File: src/include/mlic_pkg.sv
package mlic_pkg;

  localparam int PC_W  = 16;
  localparam int SP_W  = 16;
  localparam int N_SRC = 11;
  localparam int IDX_W = 4;
  localparam int OFF_W = 3;

  // word addresses in program memory
  localparam logic [PC_W-1:0] RESET_VEC       = 16'h0000;
  localparam logic [PC_W-1:0] OSC_FAIL_VECTOR = 16'h0002;
  localparam logic [PC_W-1:0] FIRST_PORT_BASE = 16'h0004;
  localparam logic [PC_W-1:0] RESET_PORT_BASE = 16'h0008;
  localparam logic [PC_W-1:0] DMA_BASE        = 16'h000C;
  localparam logic [PC_W-1:0] RTC_BASE        = 16'h0014;
  localparam logic [PC_W-1:0] TWO_WIRE_C_BASE = 16'h0018;
  localparam logic [PC_W-1:0] TIMER_C0_BASE   = 16'h001C;
  localparam logic [PC_W-1:0] TIMER_C1_BASE   = 16'h0028;
  localparam logic [PC_W-1:0] SPI_C_VECTOR    = 16'h0030;
  localparam logic [PC_W-1:0] USART_C0_BASE   = 16'h0032;
  localparam logic [PC_W-1:0] USART_C1_BASE   = 16'h0038;
  localparam logic [PC_W-1:0] CRYPTO_VECTOR   = 16'h003E;

  // source index of each request line
  localparam int SRC_FIRST_PORT = 0;
  localparam int SRC_RESET_PORT = 1;
  localparam int SRC_DMA        = 2;
  localparam int SRC_RTC        = 3;
  localparam int SRC_TWO_WIRE_C = 4;
  localparam int SRC_TIMER_C0   = 5;
  localparam int SRC_TIMER_C1   = 6;
  localparam int SRC_SPI_C      = 7;
  localparam int SRC_USART_C0   = 8;
  localparam int SRC_USART_C1   = 9;
  localparam int SRC_CRYPTO     = 10;

  // stack pointer reset value, boot start and stack steps
  localparam logic [SP_W-1:0] SP_RESET   = 16'h0FFF;
  localparam logic [PC_W-1:0] BOOT_START = 16'h2000;
  localparam logic [SP_W-1:0] STK_STEP   = 16'h0002;
  localparam logic [SP_W-1:0] STK_ONE    = 16'h0001;

  typedef enum logic [1:0] {LVL_OFF, LVL_LOW, LVL_MED, LVL_HIGH} mlic_lvl_t;
  typedef enum logic [1:0] {ST_RUN, ST_POP, ST_LOAD} mlic_state_t;

  function automatic logic [PC_W-1:0] base_of(input logic [IDX_W-1:0] idx);
    case (idx)
      4'h0:    return FIRST_PORT_BASE;
      4'h1:    return RESET_PORT_BASE;
      4'h2:    return DMA_BASE;
      4'h3:    return RTC_BASE;
      4'h4:    return TWO_WIRE_C_BASE;
      4'h5:    return TIMER_C0_BASE;
      4'h6:    return TIMER_C1_BASE;
      4'h7:    return SPI_C_VECTOR;
      4'h8:    return USART_C0_BASE;
      4'h9:    return USART_C1_BASE;
      default: return CRYPTO_VECTOR;
    endcase
  endfunction

  function automatic logic single_of(input logic [IDX_W-1:0] idx);
    return (idx == IDX_W'(SRC_SPI_C)) || (idx == IDX_W'(SRC_CRYPTO));
  endfunction

endpackage

File: src/include/mlic_arb_if.sv
`timescale 1ns/1ps
interface mlic_arb_if #(parameter int N = 11);
  localparam int IW = $clog2(N);
  logic [N-1:0]  req;
  logic          rr_en;
  logic          take;
  logic [IW-1:0] take_idx;
  logic          gnt_vld;
  logic [IW-1:0] gnt_idx;
  modport ctrl (output req, rr_en, take, take_idx, input gnt_vld, gnt_idx);
  modport arb  (input req, rr_en, take, take_idx, output gnt_vld, gnt_idx);
endinterface

File: src/mlic_arb.sv
`timescale 1ns/1ps
module mlic_arb
  import mlic_pkg::*;
#(
  parameter int N = N_SRC
) (
  input wire logic i_clk,
  input wire logic i_reset_n,
  mlic_arb_if.arb  bus
);
  localparam int IW = $clog2(N);

  logic [IW-1:0] last;

  // remember the last low source served
  always_ff @(posedge i_clk or negedge i_reset_n) begin
    if (!i_reset_n) begin
      last <= IW'(N - 1);
    end else if (bus.take) begin
      last <= bus.take_idx;
    end
  end

  // fixed: lowest index; rotating: first after last served
  always_comb begin
    int j;
    j = 0;
    bus.gnt_vld = 1'b0;
    bus.gnt_idx = '0;
    if (bus.rr_en) begin
      for (int k = N; k >= 1; k--) begin
        j = (int'(last) + k) % N;
        if (bus.req[j]) begin
          bus.gnt_vld = 1'b1;
          bus.gnt_idx = IW'(j);
        end
      end
    end else begin
      for (int i = N - 1; i >= 0; i--) begin
        if (bus.req[i]) begin
          bus.gnt_vld = 1'b1;
          bus.gnt_idx = IW'(i);
        end
      end
    end
  end
endmodule

File: src/mlic_top.sv
`timescale 1ns/1ps
module mlic_top
  import mlic_pkg::*;
#(
  parameter logic [SP_W-1:0] SP_INIT  = SP_RESET,
  parameter logic [PC_W-1:0] BOOT_VEC = BOOT_START
) (
  input  wire logic                   I_SYS_CLK,
  input  wire logic                   I_RESET_N,
  input  wire logic [N_SRC-1:0]       I_IRQ_REQ,
  input  wire logic [2*N_SRC-1:0]     I_IRQ_LVL,
  input  wire logic [OFF_W*N_SRC-1:0] I_IRQ_OFF,
  input  wire logic                   I_OSC_FAIL,
  input  wire logic [2:0]             I_LVL_EN,
  input  wire logic                   I_RR_EN,
  input  wire logic                   I_VEC_RELOC,
  input  wire logic                   I_GIE,
  input  wire logic                   I_BOUNDARY,
  input  wire logic                   I_PC_ADV,
  input  wire logic [PC_W-1:0]        I_PC_NEXT,
  input  wire logic                   I_CALL,
  input  wire logic [PC_W-1:0]        I_CALL_TARGET,
  input  wire logic                   I_RET,
  input  wire logic                   I_RETI,
  input  wire logic [PC_W-1:0]        I_STK_RDATA,
  input  wire logic                   I_SP_WE,
  input  wire logic [SP_W-1:0]        I_SP_WDATA,
  output logic      [PC_W-1:0]        O_PC,
  output logic      [SP_W-1:0]        O_SP,
  output logic                        O_STK_WE,
  output logic                        O_STK_RE,
  output logic      [SP_W-1:0]        O_STK_ADDR,
  output logic      [PC_W-1:0]        O_STK_WDATA,
  output logic                        O_ACK,
  output logic      [IDX_W-1:0]       O_ACK_SRC,
  output logic                        O_ACK_NMI,
  output logic      [PC_W-1:0]        O_VECTOR,
  output logic      [2:0]             O_LVL_ACTIVE,
  output logic                        O_NMI_ACTIVE,
  output logic      [2:0]             O_LVL_PEND,
  output logic                        O_BUSY
);

  mlic_state_t      state;
  logic             osc_s1;
  logic             osc_s2;
  logic             osc_s3;
  logic             nmi_pend;
  logic [2:0]       act;
  logic             nmi_act;
  logic [N_SRC-1:0] req_hi;
  logic [N_SRC-1:0] req_md;
  logic [N_SRC-1:0] req_lo;
  logic             any_hi;
  logic             any_md;
  logic             any_lo;
  logic             can_take;
  logic             take_nmi;
  logic             take_hi;
  logic             take_md;
  logic             take_lo;
  logic             take_irq;
  logic             flow_op;
  logic [IDX_W-1:0] sel_idx;
  mlic_lvl_t        sel_lvl;
  logic [PC_W-1:0]  next_vec;
  logic [PC_W-1:0]  raw_vec;
  logic [OFF_W-1:0] sel_off;
  logic [OFF_W-1:0] off_of [N_SRC];

  mlic_arb_if #(.N(N_SRC)) arb_bus ();

  mlic_arb #(
    .N (N_SRC)
  ) u_arb (
    .i_clk     (I_SYS_CLK),
    .i_reset_n (I_RESET_N),
    .bus       (arb_bus)
  );

  function automatic mlic_lvl_t lvl_of(input logic [2*N_SRC-1:0] v, input int i);
    return mlic_lvl_t'(v[2*i +: 2]);
  endfunction

  function automatic logic [IDX_W-1:0] first_set(input logic [N_SRC-1:0] v);
    logic [IDX_W-1:0] r;
    r = '0;
    for (int i = N_SRC - 1; i >= 0; i--) begin
      if (v[i]) begin
        r = IDX_W'(i);
      end
    end
    return r;
  endfunction

  // per-source level sorting
  for (genvar g = 0; g < N_SRC; g++) begin : g_src
    assign req_hi[g] = I_IRQ_REQ[g] & I_LVL_EN[2] & (lvl_of(I_IRQ_LVL, g) == LVL_HIGH);
    assign req_md[g] = I_IRQ_REQ[g] & I_LVL_EN[1] & (lvl_of(I_IRQ_LVL, g) == LVL_MED);
    assign req_lo[g] = I_IRQ_REQ[g] & I_LVL_EN[0] & (lvl_of(I_IRQ_LVL, g) == LVL_LOW);
    assign off_of[g] = I_IRQ_OFF[OFF_W*g +: OFF_W];
  end

  assign any_hi = |req_hi;
  assign any_md = |req_md;
  assign any_lo = arb_bus.gnt_vld;

  assign arb_bus.req      = req_lo;
  assign arb_bus.rr_en    = I_RR_EN;
  assign arb_bus.take     = take_irq & (sel_lvl == LVL_LOW);
  assign arb_bus.take_idx = sel_idx;

  // oscillator failure detector output is asynchronous
  always_ff @(posedge I_SYS_CLK or negedge I_RESET_N) begin
    if (!I_RESET_N) begin
      osc_s1 <= 1'b0;
      osc_s2 <= 1'b0;
      osc_s3 <= 1'b0;
    end else begin
      osc_s1 <= I_OSC_FAIL;
      osc_s2 <= osc_s1;
      osc_s3 <= osc_s2;
    end
  end

  // non-maskable pending flag, a new failure wins over the take
  always_ff @(posedge I_SYS_CLK or negedge I_RESET_N) begin
    if (!I_RESET_N) begin
      nmi_pend <= 1'b0;
    end else if (osc_s2 & ~osc_s3) begin
      nmi_pend <= 1'b1;
    end else if (take_nmi) begin
      nmi_pend <= 1'b0;
    end
  end

  // entry permission and nesting
  assign flow_op  = I_CALL | I_RET | I_RETI | I_SP_WE;
  assign can_take = (state == ST_RUN) & I_BOUNDARY & ~flow_op;
  assign take_nmi = can_take & nmi_pend & ~nmi_act;
  assign take_hi  = any_hi & ~act[2] & ~nmi_act;
  assign take_md  = any_md & ~act[2] & ~act[1] & ~nmi_act;
  assign take_lo  = any_lo & ~(|act) & ~nmi_act;
  assign take_irq = can_take & I_GIE & ~take_nmi & (take_hi | take_md | take_lo);

  // source choice, highest level first
  always_comb begin
    sel_idx = '0;
    sel_lvl = LVL_OFF;
    if (take_hi) begin
      sel_idx = first_set(req_hi);
      sel_lvl = LVL_HIGH;
    end else if (take_md) begin
      sel_idx = first_set(req_md);
      sel_lvl = LVL_MED;
    end else if (take_lo) begin
      sel_idx = arb_bus.gnt_idx;
      sel_lvl = LVL_LOW;
    end
  end

  // vector word address
  always_comb begin
    sel_off = off_of[sel_idx];
    if (take_nmi) begin
      raw_vec = OSC_FAIL_VECTOR;
    end else if (single_of(sel_idx)) begin
      raw_vec = base_of(sel_idx);
    end else begin
      raw_vec = base_of(sel_idx) + PC_W'(sel_off);
    end
    if (I_VEC_RELOC) begin
      next_vec = raw_vec + BOOT_VEC;
    end else begin
      next_vec = raw_vec;
    end
  end

  // return sequence state
  always_ff @(posedge I_SYS_CLK or negedge I_RESET_N) begin
    if (!I_RESET_N) begin
      state <= ST_RUN;
    end else begin
      case (state)
        ST_RUN: begin
          // a stack pointer write in the same cycle wins over the return
          if ((I_RET | I_RETI) & ~I_SP_WE) begin
            state <= ST_POP;
          end
        end
        ST_POP: begin
          state <= ST_LOAD;
        end
        ST_LOAD: begin
          state <= ST_RUN;
        end
        default: begin
          state <= ST_RUN;
        end
      endcase
    end
  end

  // program counter
  always_ff @(posedge I_SYS_CLK or negedge I_RESET_N) begin
    if (!I_RESET_N) begin
      O_PC <= RESET_VEC;
    end else if (state == ST_LOAD) begin
      // stacked return word stands in the load cycle
      O_PC <= I_STK_RDATA;
    end else if (take_nmi | take_irq) begin
      O_PC <= next_vec;
    end else if (state == ST_RUN && I_CALL) begin
      O_PC <= I_CALL_TARGET;
    end else if (state == ST_RUN && I_PC_ADV && !(I_RET | I_RETI)) begin
      O_PC <= I_PC_NEXT;
    end
  end

  // stack pointer
  always_ff @(posedge I_SYS_CLK or negedge I_RESET_N) begin
    if (!I_RESET_N) begin
      O_SP <= SP_INIT;
    end else if (state == ST_RUN) begin
      if (I_SP_WE) begin
        O_SP <= I_SP_WDATA;
      end else if (I_RET | I_RETI) begin
        // return frees one word pair, entry or call takes one
        O_SP <= O_SP + STK_STEP;
      end else if (take_nmi | take_irq | I_CALL) begin
        O_SP <= O_SP - STK_STEP;
      end
    end
  end

  // stack memory strobes
  always_ff @(posedge I_SYS_CLK or negedge I_RESET_N) begin
    if (!I_RESET_N) begin
      O_STK_WE    <= 1'b0;
      O_STK_RE    <= 1'b0;
      O_STK_ADDR  <= '0;
      O_STK_WDATA <= '0;
    end else begin
      O_STK_WE <= 1'b0;
      O_STK_RE <= 1'b0;
      if (take_nmi | take_irq) begin
        O_STK_WE    <= 1'b1;
        O_STK_ADDR  <= O_SP - STK_ONE;
        O_STK_WDATA <= O_PC;
      end else if (state == ST_RUN && I_CALL && !I_SP_WE) begin
        O_STK_WE    <= 1'b1;
        O_STK_ADDR  <= O_SP - STK_ONE;
        O_STK_WDATA <= I_PC_NEXT;
      end else if (state == ST_RUN && (I_RET | I_RETI) && !I_SP_WE) begin
        O_STK_RE   <= 1'b1;
        O_STK_ADDR <= O_SP + STK_ONE;
      end
    end
  end

  // active levels, only a return from interrupt (I_RETI) drops the highest one, nmi first
  always_ff @(posedge I_SYS_CLK or negedge I_RESET_N) begin
    if (!I_RESET_N) begin
      act     <= 3'h0;
      nmi_act <= 1'b0;
    end else if (take_nmi) begin
      nmi_act <= 1'b1;
    end else if (take_irq) begin
      case (sel_lvl)
        LVL_HIGH: act[2] <= 1'b1;
        LVL_MED:  act[1] <= 1'b1;
        LVL_LOW:  act[0] <= 1'b1;
        default:  act    <= act;
      endcase
    end else if (state == ST_RUN && I_RETI && !I_SP_WE) begin
      if (nmi_act) begin
        nmi_act <= 1'b0;
      end else if (act[2]) begin
        act[2] <= 1'b0;
      end else if (act[1]) begin
        act[1] <= 1'b0;
      end else begin
        act[0] <= 1'b0;
      end
    end
  end

  // acknowledge to the peripheral and last vector taken
  always_ff @(posedge I_SYS_CLK or negedge I_RESET_N) begin
    if (!I_RESET_N) begin
      O_ACK     <= 1'b0;
      O_ACK_SRC <= '0;
      O_ACK_NMI <= 1'b0;
      O_VECTOR  <= RESET_VEC;
    end else begin
      O_ACK     <= take_irq;
      O_ACK_NMI <= take_nmi;
      if (take_irq) begin
        O_ACK_SRC <= sel_idx;
      end
      if (take_nmi | take_irq) begin
        O_VECTOR <= next_vec;
      end
    end
  end

  // level status
  always_ff @(posedge I_SYS_CLK or negedge I_RESET_N) begin
    if (!I_RESET_N) begin
      O_LVL_PEND <= 3'h0;
    end else begin
      O_LVL_PEND <= {any_hi, any_md, any_lo};
    end
  end

  assign O_LVL_ACTIVE = act;
  assign O_NMI_ACTIVE = nmi_act;
  assign O_BUSY       = (state != ST_RUN);

endmodule

File: config.mk
export PLATFORM = sky130hd
export DESIGN_NAME = mlic_top
export DESIGN_NICKNAME = d
export VERILOG_FILES = /design/src/include/mlic_pkg.sv /design/src/include/mlic_arb_if.sv /design/src/mlic_arb.sv /design/src/mlic_top.sv
export SDC_FILE = /design/constraint.sdc
export NUM_CORES = 1
export LEC_CHECK = 0
export BUFFER_PORTS_ARGS = -buffer_cell sky130_fd_sc_hd__clkbuf_2
export CORE_MARGIN = 2
export CORE_UTILIZATION = 40
export DETAILED_ROUTE_END_ITERATION = 8
export PLACE_DENSITY = 0.72
export SLEW_MARGIN = 20
export SYNTH_ARGS = -nofsm -noshare
export SYNTH_HDL_FRONTEND = slang
export SYNTH_SLANG_ARGS = --single-unit
export TNS_END_PERCENT = 10
File: constraint.sdc
create_clock -name I_SYS_CLK -period 12 [get_ports I_SYS_CLK]
set_input_delay 2.4 -clock I_SYS_CLK [delete_from_list [all_inputs] [get_ports I_SYS_CLK]]
set_output_delay 2.4 -clock I_SYS_CLK [all_outputs]
set_load 0.01 [all_outputs]
**Yosys cells after proc, flatten, opt, wreduce, memory -nomap -nowiden**

Memories as Yosys holds them, arrays and structs flattened.
Index checks and enable logic that the tools add are counted.

- Add/sub/neg operators: 17
- Multiply operators: 0
- Divide/modulo/power cells: 11
- Order comparisons: 12
- Eq/ne operators: 48
- Shifts and indexed selects: 0
- Multiplexer cells: 147
- Bitwise logic cells: 100
- Reduce and logical (&&, ||, !) cells: 28

Operator list:

| operator | count |
|---|---|
| 32-bit by 6-bit less-than comparator with 1-bit output, second input constant | 11 |
| 32-bit by 5-bit modulo with 32-bit output, second input constant | 11 |
| 16-bit 2-to-1 mux | 17 |
| 4-bit 2-to-1 mux | 48 |
| 1-bit AND | 83 |
| 1-bit 2-to-1 mux | 60 |
| 2-bit equality test, second input constant | 25 |
| 1-bit binary-select mux with 4-bit select | 11 |
| 2-bit by 1-bit equality test with 1-bit output, second input constant | 13 |
| 11-bit OR reduction | 2 |
| 4-bit by 3-bit adder with 5-bit output, second input constant | 4 |
| 4-bit by 4-bit adder with 5-bit output, second input constant | 4 |
| 16-bit by 1-bit adder with 16-bit output, second input constant | 1 |
| 16-bit by 14-bit adder with 16-bit output, second input constant | 1 |
| 16-bit by 2-bit adder with 16-bit output, second input constant | 1 |
| 16-bit by 3-bit adder with 16-bit output | 1 |
| 16-bit by 1-bit subtractor with 16-bit output, second input constant | 1 |
| 16-bit by 2-bit subtractor with 16-bit output, second input constant | 1 |
| 3-bit 2-to-1 mux | 5 |
| 2-bit by 1-bit inequality test with 1-bit output, second input constant | 7 |
| 3-bit binary-select mux with 4-bit select | 1 |
| 4-bit by 2-bit adder with 5-bit output, second input constant | 2 |
| 2-bit nonzero test | 5 |
| 1-bit logical AND | 8 |
| 20 further kinds | 40 |

- Register bits: 105
- Latch bits: 0
- RAM bits: 0
- Memory bits (read-only): 160
- Bits of input ports: 145
- Output and inout bits: 96
- Memories kept: 2

Memory list:

| memory | words | width | read ports | clocked after Yosys merged registers in | write ports | RTL line | RTL |
|---|---|---|---|---|---|---|---|
| (name not given) | 16 | 5 | 1 | 0 | 0 | mlic_pkg.sv:47 | `case (idx)` |
| (name not given) | 16 | 5 | 1 | 0 | 0 | mlic_pkg.sv:47 |  |

**Logic depth before layout (Yosys ltp)**

- Depth in word-level cells: 33
- Depth in mapped cells: 44
- Gate-level depth less buffers: 31

**Hierarchy**

Synthesis repeated with hierarchy kept, for this count alone.

- Cells, all modules: 1840
- Area total of the unflattened synthesis: 14002.2 µm²

Modules (own cells, without submodules):

| module | times used | cells an instance | area an instance (µm²) | sequential area each (µm²) |
|---|---|---|---|---|
| mlic_arb | 1 | 1062 | 7235.7 | 102.6 |
| mlic_top | 1 | 778 | 6766.5 | 2342.2 |

**Worst setup path after synthesis**

Ideal clock, no wire load.

- Path kind: register to register
- Start: reg u_arb.last[0]
- End: reg O_PC[2]
- Setup time: 0.065 ns
- Data arrival time: 9.265 ns
- Data required time: 11.935 ns
- Slack: 2.670 ns
- Cell stages (with the launch flop): 43
- Period minus slack after synthesis: 9.330 ns
- Path through: dfrtp_1 -> buf_4 -> buf_4 -> buf_2 -> buf_2 -> buf_2 -> buf_2 -> buf_2 -> clkbuf_1 -> inv_1 -> ha_1 -> clkbuf_1 -> buf_1 -> clkbuf_1 -> buf_1 -> nand2_1 -> o21ai_0 -> ha_1 -> [7 not listed] -> o32ai_1 -> o22ai_1 -> or3_4 -> or4_4 -> o31ai_4 -> a211oi_1 -> o21a_1 -> inv_1 -> buf_2 -> mux2i_1 -> mux2i_1 -> mux2i_1 -> mux2i_1 -> ha_1 -> fa_1 -> inv_1 -> a311oi_1 -> o22a_1

- Cells in the longest elaborated chain, start to end: 33
- Elaborated cells between the ends (all ways): 106

RTL lines:

| what | RTL line | RTL |
|---|---|---|
| start: declaration | mlic_arb.sv:13 | `logic [IW-1:0] last;` |
| start signal: assignment | mlic_arb.sv:18 | `last <= IW'(N - 1);` |
| start signal: assignment | mlic_arb.sv:20 | `last <= bus.take_idx;` |
| branches (longest 33 deep; another with 32-bit by 5-bit modulo with 32-bit output) | n/a |  |
| end signal: assignment | mlic_top.sv:212 | `O_PC <= next_vec;` |
| end: declaration | mlic_top.sv:28 | `output logic [PC_W-1:0] O_PC,` |

Parallel ways; which one is timed is not known. The select of a mux whose other input is x is not followed.
A chain may end at the register's enable or synchronous reset.

**Worst setup path in the final report**

- Start: reg u_arb.last[1]
- End: reg O_PC[2]

The elaborated chain is that of the path after synthesis.

==> results.py <==
metrics = {
    "outcome": {
        "outcome": "finished clean",
    },
    "detailed_routing": {
        "first_pass_iters": 7,
        "vias_per_cell": 6.458,
        "totalWireLength_mm": 58.09,
        "first_iter_violations": 1804,
        "ant_nets": 0,
        "avgRoutedWirePerCell_um": 23.51,
        "drc": 0,
        "vias": 15960,
    },
    "worst_setup_path": {
        "cp_slowest_cell": "dfstp_2",
        "r2r_slack_ns": 2.18,
        "reg2reg_from": "u_arb.last[1]",
        "cp-start-kind": "register",
        "cp-endpoint": "O_PC[2]",
        "r2r_end": "O_PC[2]",
        "cp-end-kind": "register",
        "crit_fanout": 28,
        "crit_required_ns": 12.29,
        "critPathKind": "reg2reg",
        "cpPeakStageDelay_ns": 0.89,
        "arrival_ns": 10.10,
        "r2r_cells": 28,
        "crit_start": "u_arb.last[1]",
    },
    "global_route": {
        "antenna_found_initial": 0,
        "grt_overflow": 0,
        "grt_usage": 0.3097,
        "grt_max_degree": 54,
        "first_global_vias": 14360,
        "grt_pass1_wl_mm": 86.93,
    },
    "final_layout": {
        "area_growth_pct": 12.37,
        "drive_gt1_frac": 0.1930,
        "fin_area_mm2": 0.01558,
        "fin_nets": 2220,
        "n_antenna_cell": 0,
    },
    "min_path": {
        "hp-class": "reg2reg",
    },
    "pwr": {
        "leakage_nw": 6.748,
        "pwr-share-clk": 0.152,
        "netSwitchingFraction": 0.4763,
        "max-vdd-ir-drop_v": 0.00008839,
        "p_switching_uw": 913.4,
        "pwr-share-seq": 0.282,
        "internal_power_mw": 1.004,
        "comb_power_share": 0.565,
        "power_mw": 1.918,
        "pwr_density_cell_mw_per_mm2": 123.1,
    },
    "placed_design": {
        "placed_cell_area_mm2": 0.01527,
        "gp_congestion": 1.067,
        "hpwl_mm": 45.45,
        "numPortBuffers": 232,
    },
    "timing": {
        "fin_crit_ns": 9.817,
        "timing.slew.headroom": 0.2329,
        "skew_ns": 0.01497,
        "tns_ns": 0,
        "hold_slack_ns": 0.3534,
        "tightestPinTransition_ns": 1.151,
        "fmax_ghz": 0.1019,
        "hold_violations": 0,
        "period_share": 0.8181,
        "setup_violations": 0,
        "rsz0062_at_grt": "no",
        "drv_slew": 0,
    },
    "yosys": {
        "synth_cell_type_count": 119,
        "synth_edf_count": 0,
        "postSynth.asyncResetShare": 1.000,
        "synthCells": 1851,
        "postSynthAreaPerCell_um2": 7.490,
        "yosys_warnings": 0,
        "synth_ff_type": "dfrtp_1",
        "synth_most_common_cell": "nand2_1",
        "yosys-top-cells-count": "nand2_1 (211), nor2_1 (156), a21oi_1 (132), o21ai_0 (117), dfrtp_1 (83)",
        "synth_top_area_cell": "dfrtp_1",
        "yosysSeqAreaShare": 0.1764,
        "synth_seq_cells": 97,
        "synth_area_leaders": "dfrtp_1 (15%), nand2_1 (5.7%), ha_1 (5.6%)",
        "synth_top_area_frac": 0.1498,
        "synth.cell_area_mm2": 0.01386,
    },
    "die": {
        "fp.dieH_um": 190.2,
        "die_w_um": 190.2,
        "rows": 68,
        "die_area_mm2": 0.03616,
        "ioPinCount": 241,
        "initial_core_util": 0.4033,
        "core_area_mm2": 0.03437,
    },
    "clocking": {
        "clk_pin_slew_ns": 0.07,
        "numCtsBuffers": 9,
        "worstSkewPairLatency_ns": 0.36,
        "cts_resized": 0,
        "post-cts-setup-buffers": 0,
        "cts_htree_levels": 3,
        "ctsRootBufferMaster": "clkbuf_16",
        "cts_tree": "done",
        "clockBufferDepth": 2,
        "cts.sinks": 97,
        "hold_buffers": 0,
    },
    "run": {
        "maxCapViolations": 0,
    },
}
cells by family (layout without fill, tap and decap cells):
group	count (synthesis)	in the layout	share of synthesized area
compound gates	636	636	0.3283
buf+inv	196	354	0.06471
flops	97	97	0.1764
simple gates	720	720	0.2651
mux	96	96	0.07816
xor+xnor	41	41	0.02834
other cells	1	8	0.0002705
fa+ha+maj	64	64	0.05884
power by group through the flow:
| stage | combinational (mW) | clock, mW | sequential (mW) |
|---|---|---|---|
| floorplan | 0.697 | 0 | 0.553 |
| global placement | 1.05 | 0 | 0.540 |
| detailed placement | 1.06 | 0 | 0.545 |
| CTS | 1.07 | 0.294 | 0.539 |
| global route | 1.18 | 0.305 | 0.555 |
| finish | 1.08 | 0.292 | 0.542 |
state kept, by name, summed over array words and instances, names as in the netlist, 2 cells and up:
signal and flops:
state 2, O_PC 16, O_VECTOR 8, u_arb.last 4, O_ACK_SRC 4, O_STK_WDATA 16, O_LVL_PEND 3, O_STK_ADDR 16
O_LVL_ACTIVE 3, O_SP 16
critical path, delay by kind of cell, from the launching register on:
kind / cells / cell delay [ns]
multiplexers: 4 / 0.67
AO/OA/AOI/OAI: 13 / 3.99
XOR/XNOR: 1 / 0.84
adder cells (fa/ha/maj): 5 / 2.26
AND/OR/NAND/NOR: 1 / 0.18
flip-flops: 1 / 0.89
buffers and inverters: 4 / 0.87
layout by cell type (no fill, tap or decap), types with 9 or more instances in the layout:
cell type / synthesis / final
a211oi_1: 35 / 35
a21o_1: 24 / 24
a21oi_1: 132 / 132
a221oi_1: 9 / 9
a22oi_1: 27 / 27
a31oi_1: 32 / 32
and2_1: 19 / 19
and3_1: 19 / 19
and4b_1: 10 / 10
buf_4: 17 / 35
clkbuf_16: 0 / 10
clkbuf_2: 0 / 231
dfrtp_1: 83 / 82
dfstp_2: 14 / 14
ha_1: 62 / 62
inv_1: 62 / 62
mux2_2: 15 / 15
mux2i_1: 69 / 69
nand2_1: 211 / 211
nand2b_1: 24 / 24
nand3_1: 61 / 61
nand4_1: 24 / 24
nand4b_1: 20 / 20
nor2_1: 156 / 156
nor2b_1: 19 / 18
nor3_1: 53 / 52
nor4_1: 15 / 15
o211a_1: 9 / 9
o211ai_1: 30 / 30
o21a_1: 11 / 11
o21ai_0: 117 / 117
o221ai_1: 9 / 9
o22ai_1: 18 / 18
o311a_1: 9 / 9
o31ai_1: 15 / 15
o32ai_1: 10 / 10
or3_1: 29 / 29
xnor2_1: 33 / 33
layout make-up:
type                            count  area [µm²]
Clock buffer                       11       254.0
Tap cell                          455       569.3
Inverter                           71       271.5
Sequential cell                    97        2449
Clock inverter                      5       37.54
Multi-Input combinational cell   1565       10560
Timing Repair Buffer              267        1434
Fill cell                        3470       18790
worst min path at each step:
stage | slack, ns | startpoint | cells past startpoint | endpoint
finish | 0.35 | osc_s1 | 0 | osc_s2
global route | 0.37 | osc_s1 | 0 | osc_s2
CTS | 0.36 | osc_s1 | 0 | osc_s2
detailed placement | 0.34 | osc_s1 | 0 | osc_s2
global placement | 0.33 | osc_s1 | 0 | osc_s2
floorplan | 0.33 | osc_s1 | 0 | osc_s2
metrics by stage:
stage / setup WS [ns] / util / cells
after floorplan: 2.670 / - / 1858
after global placement: 2.718 / 0.4442 / 2454
after detailed placement: 2.547 / 0.4442 / 2454
after CTS: 2.488 / 0.4526 / 2470
after global routing: 1.747 / 0.4532 / 2471
final: 2.183 / 0.4532 / 2471
per-layer routing:
metal / GRT usage / vias to the layer above / share of wire
met3: 0.06567 / 127 / 0.095
met5: 0 / - / 0
li1: - / 7338 / -
met4: 0.1082 / 0 / 0.040
met2: 0.4666 / 857 / 0.43
met1: 0.4357 / 7636 / 0.44
(Power assumes the default switching activity.)
